$ cat config.mk
export PLATFORM = sky130hd
export DESIGN_NAME = uoef_flags
export DESIGN_NICKNAME = d
export VERILOG_FILES = /design/src/rtl/uoef_pkg.sv /design/src/rtl/uoef_w1c_flags.sv /design/src/rtl/uoef_flags.sv
export VERILOG_INCLUDE_DIRS = /design/src /design/src/rtl
export SDC_FILE = /design/constraint.sdc
export NUM_CORES = 1
export LEC_CHECK = 0
export ABC_AREA = 1
export BUFFER_PORTS_ARGS = -buffer_cell sky130_fd_sc_hd__clkbuf_2
export CAP_MARGIN = 10
export CORE_UTILIZATION = 62
export DETAILED_ROUTE_END_ITERATION = 8
export HOLD_SLACK_MARGIN = 0.03
export MAX_ROUTING_LAYER = met4
export PLACE_DENSITY = 0.92
export SYNTH_ARGS = -nofsm -noshare
export SYNTH_HDL_FRONTEND = slang
export SYNTH_HIERARCHICAL = 1
export SYNTH_SLANG_ARGS = --single-unit
$ cat constraint.sdc
create_clock -name ref_clk -period 3.68 [get_ports ref_clk]
set_clock_uncertainty 0.2 [all_clocks]
set_input_delay 0.736 -clock ref_clk [delete_from_list [all_inputs] [get_ports ref_clk]]
set_output_delay 0.736 -clock ref_clk [all_outputs]
set_load 0.005 [all_outputs]
$ cat src/rtl/uoef_consts.svh
/*
 * constants for the usb on-the-go event and error flag block:
 * register offsets, bit positions, reset values and timing counts.
 * assumes a 50 MHz peripheral clock and a byte-addressed plain register port.
 */
`ifndef UOEF_CONSTS_SVH
`define UOEF_CONSTS_SVH

// register byte offsets
`define UOEF_OFS_OTG_EVENT 8'h00
`define UOEF_OFS_ERROR 8'h04
`define UOEF_OFS_CONTROL 8'h08
`define UOEF_OFS_LINE 8'h0C

// otg event status bit positions
`define UOEF_BIT_ID 7
`define UOEF_BIT_MS 6
`define UOEF_BIT_LINE 5
`define UOEF_BIT_ACTV 4
`define UOEF_BIT_SESVD 3
`define UOEF_BIT_SESEND 2
`define UOEF_BIT_VBUS 0
`define UOEF_OTG_MASK 8'hFD

// error status bit positions
`define UOEF_BIT_PID 0
`define UOEF_BIT_TOKEOF 1
`define UOEF_BIT_TURN 4
`define UOEF_BIT_DMA 5
`define UOEF_ERR_MASK 8'h33

// reset values
`define UOEF_FLAGS_RST 8'h00
`define UOEF_ZERO32 32'h0000_0000

// timing
`define UOEF_CLK_HZ 50000000
`define UOEF_MS_TIME_US 1000
`define UOEF_MS_CYCLES ((`UOEF_CLK_HZ / 1000000) * `UOEF_MS_TIME_US)
`define UOEF_TURN_BITS 16

`endif

$ cat src/rtl/uoef_pkg.sv
/*
 * types for the usb on-the-go event and error flag block.
 * assumes the constants header is included by the design files.
 */
package uoef_pkg;

    // stable line state tracker
    typedef enum logic [2:0] {
        UOEF_LS_IDLE = 3'b001,
        UOEF_LS_WAIT = 3'b010,
        UOEF_LS_HOLD = 3'b100
    } uoef_ls_state_t;

endpackage

$ cat src/rtl/uoef_w1c_flags.sv
/*
 * a bank of hardware-set, write-one-to-clear flags.
 * assumes set pulses and the clear mask arrive synchronous to ref_clk.
 */
`include "uoef_consts.svh"

module uoef_w1c_flags
    import uoef_pkg::*;
#(
    parameter int WIDTH = 8,
    parameter logic [WIDTH-1:0] IMPL = '1
)
(
    // clock and reset
    input wire logic ref_clk,
    input wire logic rst,
    // set and clear
    input wire logic [WIDTH-1:0] set_i,
    input wire logic [WIDTH-1:0] clr_i,
    // flag state
    output logic [WIDTH-1:0] flags_o
);

    logic [WIDTH-1:0] flags_q;
    logic [WIDTH-1:0] flags_d;

    // per bit: set wins over clear, a zero write leaves the bit alone
    for (genvar i = 0; i < WIDTH; i++)
    begin : g_bit
        always_comb
        begin
            if (!IMPL[i])
                flags_d[i] = 1'b0;
            else if (set_i[i])
                flags_d[i] = 1'b1;
            else if (clr_i[i])
                flags_d[i] = 1'b0;
            else
                flags_d[i] = flags_q[i];
        end
    end

    // flag registers
    always_ff @(posedge ref_clk)
    begin
        if (rst)
            flags_q <= '0;
        else
            flags_q <= flags_d;
    end

    assign flags_o = flags_q;

    a_set_wins: assert property (@(posedge ref_clk) disable iff (rst)
        (set_i & IMPL) != '0 |=> (flags_q & $past(set_i & IMPL)) == $past(set_i & IMPL))
        else $error("set flag not held");

endmodule // uoef_w1c_flags

$ cat src/rtl/uoef_flags.sv
/*
 * usb on-the-go event and error status flags with a plain register port.
 * assumes all inputs synchronous to ref_clk, event inputs one-cycle pulses
 * from the usb engine, and comparator/pin inputs as clean levels.
 */
// Functional notes
// - Unimplemented event bits always read zero
// - Hardware-set flags, reset zero, write-one clears
// - ID pin change sets id flag
// - Millisecond timer expiry sets timer flag
// - Line stable 1 ms, differs: set
// - Wake-up bus activity sets activity flag
// - Vbus below session end sets flag
// - Session end comparator change sets flag
// - Session valid comparator change sets flag
// - Device mode: token crc5 failure sets bit1
// - Host mode: bit1 is end-of-frame error
// - Pid check failure sets bit0
// - Late bus grant sets memory error
// - Truncated receive buffer sets memory error
// - Over 16 idle bit times: turnaround timeout
// - Error flag reads one after detection
`include "uoef_consts.svh"

module uoef_flags
    import uoef_pkg::*;
#(
    parameter int MS_CYCLES = `UOEF_MS_CYCLES,
    parameter int TURN_BITS = `UOEF_TURN_BITS
)
(
    // clock and reset
    input wire logic ref_clk,
    input wire logic rst,
    // register port
    input wire logic [7:0] reg_addr,
    input wire logic [31:0] reg_wdata,
    input wire logic reg_wr,
    input wire logic reg_rd,
    output logic [31:0] reg_rdata,
    // cable and comparator levels
    input wire logic id_pin,
    input wire logic [1:0] line_state,
    input wire logic sess_end_cmp,
    input wire logic sess_valid_cmp,
    input wire logic vbus_below_end,
    input wire logic wake_activity,
    // packet engine events
    input wire logic bit_tick,
    input wire logic eop_seen,
    input wire logic resp_seen,
    input wire logic token_crc5_bad,
    input wire logic busy_xfer,
    input wire logic sof_zero,
    input wire logic pid_check_bad,
    input wire logic bus_grant_late,
    input wire logic rx_truncated,
    // status
    output logic host_mode,
    output logic turn_wait
);

    ////////////////////////////////////////////////////////////////////////////////
    // level history for change detection

    logic id_q;
    logic id_d;
    logic se_q;
    logic se_d;
    logic sv_q;
    logic sv_d;
    logic vb_q;
    logic vb_d;
    logic hist_ok_q;
    logic hist_ok_d;

    always_comb
    begin
        id_d = id_pin;
        se_d = sess_end_cmp;
        sv_d = sess_valid_cmp;
        vb_d = vbus_below_end;
        hist_ok_d = 1'b1;
    end

    // history registers; the first cycle after reset sees no change
    always_ff @(posedge ref_clk)
    begin
        if (rst)
        begin
            id_q <= 1'b0;
            se_q <= 1'b0;
            sv_q <= 1'b0;
            vb_q <= 1'b0;
            hist_ok_q <= 1'b0;
        end
        else
        begin
            id_q <= id_d;
            se_q <= se_d;
            sv_q <= sv_d;
            vb_q <= vb_d;
            hist_ok_q <= hist_ok_d;
        end
    end

    logic id_chg;
    logic se_chg;
    logic sv_chg;
    logic vb_fall;

    assign id_chg = hist_ok_q && (id_pin != id_q);
    assign se_chg = hist_ok_q && (sess_end_cmp != se_q);
    assign sv_chg = hist_ok_q && (sess_valid_cmp != sv_q);
    assign vb_fall = hist_ok_q && vbus_below_end && !vb_q;

    ////////////////////////////////////////////////////////////////////////////////
    // millisecond timer

    logic [31:0] ms_cnt_q;
    logic [31:0] ms_cnt_d;
    logic ms_tick;

    assign ms_tick = (ms_cnt_q == 32'(MS_CYCLES - 1));

    always_comb
    begin
        ms_cnt_d = ms_tick ? 32'h0000_0000 : ms_cnt_q + 32'h0000_0001;
    end

    always_ff @(posedge ref_clk)
    begin
        if (rst)
            ms_cnt_q <= `UOEF_ZERO32;
        else
            ms_cnt_q <= ms_cnt_d;
    end

    ////////////////////////////////////////////////////////////////////////////////
    // line state stability tracker

    uoef_ls_state_t ls_st_q;
    uoef_ls_state_t ls_st_d;
    logic [31:0] ls_cnt_q;
    logic [31:0] ls_cnt_d;
    logic [1:0] ls_cur_q;
    logic [1:0] ls_cur_d;
    logic [1:0] ls_stable_q;
    logic [1:0] ls_stable_d;
    logic ls_set;

    always_comb
    begin
        ls_st_d = ls_st_q;
        ls_cnt_d = ls_cnt_q;
        ls_cur_d = line_state;
        ls_stable_d = ls_stable_q;
        ls_set = 1'b0;
        unique case (ls_st_q)
            UOEF_LS_IDLE:
            begin
                ls_cnt_d = `UOEF_ZERO32;
                ls_st_d = UOEF_LS_WAIT;
            end
            UOEF_LS_WAIT:
            begin
                if (line_state != ls_cur_q)
                    ls_cnt_d = `UOEF_ZERO32;
                else if (ls_cnt_q == 32'(MS_CYCLES - 1))
                begin
                    ls_st_d = UOEF_LS_HOLD;
                    if (ls_cur_q != ls_stable_q)
                    begin
                        ls_set = 1'b1;
                        ls_stable_d = ls_cur_q;
                    end
                end
                else
                    ls_cnt_d = ls_cnt_q + 32'h0000_0001;
            end
            UOEF_LS_HOLD:
            begin
                if (line_state != ls_cur_q)
                begin
                    ls_cnt_d = `UOEF_ZERO32;
                    ls_st_d = UOEF_LS_WAIT;
                end
            end
            default:
                ls_st_d = UOEF_LS_IDLE;
        endcase
    end

    always_ff @(posedge ref_clk)
    begin
        if (rst)
        begin
            ls_st_q <= UOEF_LS_IDLE;
            ls_cnt_q <= `UOEF_ZERO32;
            ls_cur_q <= 2'h0;
            ls_stable_q <= 2'h0;
        end
        else
        begin
            ls_st_q <= ls_st_d;
            ls_cnt_q <= ls_cnt_d;
            ls_cur_q <= ls_cur_d;
            ls_stable_q <= ls_stable_d;
        end
    end

    ////////////////////////////////////////////////////////////////////////////////
    // turnaround timeout: idle bit times counted after end of packet

    logic [7:0] turn_cnt_q;
    logic [7:0] turn_cnt_d;
    logic turn_act_q;
    logic turn_act_d;
    logic turn_to;

    assign turn_to = turn_act_q && bit_tick && (turn_cnt_q == 8'(TURN_BITS));

    always_comb
    begin
        turn_act_d = turn_act_q;
        turn_cnt_d = turn_cnt_q;
        if (eop_seen)
        begin
            turn_act_d = 1'b1;
            turn_cnt_d = 8'h00;
        end
        else if (resp_seen || turn_to)
            turn_act_d = 1'b0;
        else if (turn_act_q && bit_tick)
            turn_cnt_d = turn_cnt_q + 8'h01;
    end

    always_ff @(posedge ref_clk)
    begin
        if (rst)
        begin
            turn_act_q <= 1'b0;
            turn_cnt_q <= 8'h00;
        end
        else
        begin
            turn_act_q <= turn_act_d;
            turn_cnt_q <= turn_cnt_d;
        end
    end

    assign turn_wait = turn_act_q;

    ////////////////////////////////////////////////////////////////////////////////
    // registers: control (host mode) and flag banks

    logic host_q;
    logic host_d;
    logic wr_otg;
    logic wr_err;
    logic [7:0] otg_set;
    logic [7:0] err_set;
    logic [7:0] otg_flags;
    logic [7:0] err_flags;

    assign wr_otg = reg_wr && (reg_addr == `UOEF_OFS_OTG_EVENT);
    assign wr_err = reg_wr && (reg_addr == `UOEF_OFS_ERROR);

    always_comb
    begin
        host_d = host_q;
        if (reg_wr && (reg_addr == `UOEF_OFS_CONTROL))
            host_d = reg_wdata[0];
        otg_set = 8'h00;
        otg_set[`UOEF_BIT_ID] = id_chg;
        otg_set[`UOEF_BIT_MS] = ms_tick;
        otg_set[`UOEF_BIT_LINE] = ls_set;
        otg_set[`UOEF_BIT_ACTV] = wake_activity;
        otg_set[`UOEF_BIT_SESVD] = vb_fall;
        otg_set[`UOEF_BIT_SESEND] = se_chg;
        otg_set[`UOEF_BIT_VBUS] = sv_chg;
        err_set = 8'h00;
        err_set[`UOEF_BIT_PID] = pid_check_bad;
        // bit 1 meaning depends on role
        err_set[`UOEF_BIT_TOKEOF] = host_q ? (busy_xfer && sof_zero)
                                           : token_crc5_bad;
        err_set[`UOEF_BIT_TURN] = turn_to;
        err_set[`UOEF_BIT_DMA] = bus_grant_late || rx_truncated;
    end

    always_ff @(posedge ref_clk)
    begin
        if (rst)
            host_q <= 1'b0;
        else
            host_q <= host_d;
    end

    assign host_mode = host_q;

    // sticky banks with set-over-clear
    uoef_w1c_flags #(.WIDTH(8), .IMPL(`UOEF_OTG_MASK)) u_otg (
        .ref_clk(ref_clk),
        .rst(rst),
        .set_i(otg_set),
        .clr_i(wr_otg ? reg_wdata[7:0] : 8'h00),
        .flags_o(otg_flags)
    );

    uoef_w1c_flags #(.WIDTH(8), .IMPL(`UOEF_ERR_MASK)) u_err (
        .ref_clk(ref_clk),
        .rst(rst),
        .set_i(err_set),
        .clr_i(wr_err ? reg_wdata[7:0] : 8'h00),
        .flags_o(err_flags)
    );

    ////////////////////////////////////////////////////////////////////////////////
    // read data, one cycle after the strobe

    logic [31:0] rdata_q;
    logic [31:0] rdata_d;

    always_comb
    begin
        rdata_d = `UOEF_ZERO32;
        if (reg_rd)
        begin
            unique case (reg_addr)
                `UOEF_OFS_OTG_EVENT: rdata_d = {24'h000000, otg_flags};
                `UOEF_OFS_ERROR: rdata_d = {24'h000000, err_flags};
                `UOEF_OFS_CONTROL: rdata_d = {31'h00000000, host_q};
                `UOEF_OFS_LINE: rdata_d = {28'h0000000, ls_stable_q, line_state};
                default: rdata_d = `UOEF_ZERO32;
            endcase
        end
    end

    always_ff @(posedge ref_clk)
    begin
        if (rst)
            rdata_q <= `UOEF_ZERO32;
        else
            rdata_q <= rdata_d;
    end

    assign reg_rdata = rdata_q;

    ////////////////////////////////////////////////////////////////////////////////
    // checks

    a_otg_unimpl: assert property (@(posedge ref_clk) disable iff (rst)
        (otg_flags[1] == 1'b0) && (rdata_q[31:8] == 24'h000000))
        else $error("unimplemented bits not zero");
    a_id_change: assert property (@(posedge ref_clk) disable iff (rst)
        id_chg |=> otg_flags[`UOEF_BIT_ID])
        else $error("id change not flagged");
    a_ms_flag: assert property (@(posedge ref_clk) disable iff (rst)
        ms_tick |=> otg_flags[`UOEF_BIT_MS])
        else $error("ms flag not set");
    a_line_stable: assert property (@(posedge ref_clk) disable iff (rst)
        ls_set |=> otg_flags[`UOEF_BIT_LINE] && (ls_stable_q == $past(ls_cur_q)))
        else $error("line stable flag wrong");
    a_activity_set: assert property (@(posedge ref_clk) disable iff (rst)
        wake_activity |=> otg_flags[`UOEF_BIT_ACTV])
        else $error("activity flag not set");
    a_vbus_fall: assert property (@(posedge ref_clk) disable iff (rst)
        $rose(vbus_below_end) && hist_ok_q |=> otg_flags[`UOEF_BIT_SESVD])
        else $error("session valid flag not set");
    a_sess_end: assert property (@(posedge ref_clk) disable iff (rst)
        hist_ok_q && $changed(sess_end_cmp) |=> otg_flags[`UOEF_BIT_SESEND])
        else $error("session end flag not set");
    a_sess_valid: assert property (@(posedge ref_clk) disable iff (rst)
        hist_ok_q && $changed(sess_valid_cmp) |=> otg_flags[`UOEF_BIT_VBUS])
        else $error("session valid change not set");
    a_token_crc: assert property (@(posedge ref_clk) disable iff (rst)
        !host_q && token_crc5_bad |=> err_flags[`UOEF_BIT_TOKEOF])
        else $error("crc5 error not flagged");
    a_eof_err: assert property (@(posedge ref_clk) disable iff (rst)
        host_q && busy_xfer && sof_zero |=> err_flags[`UOEF_BIT_TOKEOF])
        else $error("eof error not flagged");
    a_pid_err: assert property (@(posedge ref_clk) disable iff (rst)
        pid_check_bad |=> err_flags[`UOEF_BIT_PID])
        else $error("pid error not flagged");
    a_mem_err: assert property (@(posedge ref_clk) disable iff (rst)
        bus_grant_late || rx_truncated |=> err_flags[`UOEF_BIT_DMA])
        else $error("memory error not flagged");
    a_turn_timeout: assert property (@(posedge ref_clk) disable iff (rst)
        turn_to |-> turn_cnt_q == 8'(TURN_BITS) ##1 err_flags[`UOEF_BIT_TURN])
        else $error("turnaround timeout wrong");
    a_err_sticky: assert property (@(posedge ref_clk) disable iff (rst)
        err_flags[`UOEF_BIT_PID] && !wr_err |=> err_flags[`UOEF_BIT_PID])
        else $error("error flag lost");
    a_w1c_clear: assert property (@(posedge ref_clk) disable iff (rst)
        wr_otg && reg_wdata[`UOEF_BIT_MS] && !ms_tick |=> !otg_flags[`UOEF_BIT_MS])
        else $error("write one did not clear");

    c_clear_race: cover property (@(posedge ref_clk) wr_err && reg_wdata[0] && pid_check_bad);
    c_line_set: cover property (@(posedge ref_clk) ls_set);
    c_turn_out: cover property (@(posedge ref_clk) turn_to);
    c_host_eof: cover property (@(posedge ref_clk) host_q && busy_xfer && sof_zero);

endmodule // uoef_flags

==> reports/metrics.csv <==
metric,value,unit
wl,13800,um
setup_violations,0,
ctsLongestPathBuffers,2,
fmaxAchievable,411,MHz
clkLatencyLatePin,380,ps
hold_viol,0,
min_period,2430,ps
worstPathArrival,2570,ps
critical_path_buf_inv_count,1,
first_pass_iters,7,
r2r_start,ls_cnt_q[0],
cp_top_family,simple AND/OR/NAND/NOR gates,
clock_sinks,105,
ir_drop,295,uV
io_buffers,45,
critical_path.cell_chain,"ha_1, nand2_2, nor2_4, nand3_2, nor2_4, nand3_4, nand2_4, nand2_1, inv_2, nand2_1, nand2_1",
cts_buffers,9,
clk_root_buffer_cell,clkbuf_8,
combPwrFrac,0.072,
remaining_drc_errors,0,
syn_avg_cell_area,6.27,um^2
dpl.hpwl,10400,um
gp_congestion,0.947,
mostFrequentLayoutCells,"nand2_1 (284), nor2_1 (170), inv_1 (146), dfxtp_1 (105), nand3_1 (54)",
yosysWarnings,6,
finalMaxSlewViolations,0,
io_pins,94,
min_from,u_otg/flags_o[5],
grt_pass1_wl,22900,um
final_core_util,0.686,
place_ws,1030,ps
syn_inst,996,
switchingPower,0.551,mW
grt_usage,0.285,
fp.dieH,102,um
crit_top_cell,nand2_1,
dieArea,0.0105,mm^2
postCtsSetupBuffers,0,
worstMarginPinSlew,968,ps
routedWlPerCell,11.7,um
setup_slack,1250,ps
coreArea,0.00977,mm^2
htree_levels,3,
syn_to_final_growth,7.43,%
mostFrequentLayoutCell,nand2_1,
via_per_inst,5.12,
critPathLaunch,ls_cnt_q[0],
dp_cells,1163,
status,finished clean,
fin_setup_tns,0,ps
num-nets-final,1105,
drive_gt1_frac,0.0860,
seq_power_share,0.543,
mappedNetlistArea,0.00624,mm^2
grt_pass1_vias,5348,
stdcell_area,0.00671,mm^2
antenna_found_initial,0,
placed_area,0.00648,mm^2
sw_frac_of_total,0.257,
final_cell_count_no_fill,1179,
via_count,6042,
grt-ovfl-total,0,
cp_slowest_stage_delay,450,ps
hold_buffers,0,
start_util,0.639,
ant_nets,0,
hp-class,flip-flop to flip-flop,
worstPathRequired,3810,ps
power.leakage,3.02,nW
relSlewSlack,0.352,
crit_type,flip-flop to flip-flop,
finalPower,2.15,mW
cpMaxStageDelayCell,dfxtp_1,
worstSetupStartpointType,flip-flop,
intPower,1.60,mW
tritoncts,done,
rsz0062_at_grt,no,
finalCritPeriodShare,0.661,
hold_slack,276,ps
drtIter0Drc,332,
rows,36,
drv_cap,0,
clkTransAtPathRegs,110,ps
antenna_cells_inserted,0,
die_w,102,um
ctsResizeCount,0,
power_density,320,mW/mm^2
grt_start_max_net_pins,24,
cp-end-kind,flip-flop,
cp_max_fo,23,
pwr-share-clk,0.385,
-- routing by layer --
metal | GRT usage | wire length [um]
met1 | 0.351 | 6240
met2 | 0.471 | 6490
met3 | 0.0506 | 819
met4 | 0.0923 | 226
met5 | - | 0
-- power by group through the flow --
stage          clock (mW)  sequential, mW  combinational (mW)
6_report            0.827            1.17               0.154
5_1_grt             0.890            1.17               0.173
4_1_cts             0.843            1.17               0.154
3_5_place_dp            0            1.19               0.153
3_3_place_gp            0            1.19               0.148
2_1_floorplan           0            1.19               0.133
-- final timing paths --
kind / to / cells after the start / slack [ps]
worst max-delay path: ls_cnt_q[26] / 11 / 1250
worst min-delay path: u_otg/flags_o[5] / 2 / 280
worst max register to register: ls_cnt_q[26] / 11 / 1250
worst min register to register: u_otg/flags_o[5] / 2 / 280
-- flip-flops by register name, summed over array words and instances (netlist names), 2 cells and up --
signal / count
ls_cnt_q: 32
ls_cur_q: 2
ls_st_q: 3
ls_stable_q: 2
ms_cnt_q: 32
reg_rdata: 8
turn_cnt_q: 8
u_err/flags_o: 4
u_otg/flags_o: 7
-- final cells by class --
type | count | area (um^2)
multi-input cells | 727 | 3400
well taps | 133 | 166
flip-flops and latches | 105 | 2100
inverters | 150 | 563
clock inverters | 7 | 109
fillers | 880 | 3070
repair buffers | 48 | 248
clock buffers | 9 | 124
-- tightest hold or removal path, cell delays in order (launching register included) --
cell	delay [ps]
dfxtp_1	330
nand2_1	60
a21oi_1	50
(Power assumes the default switching activity.)
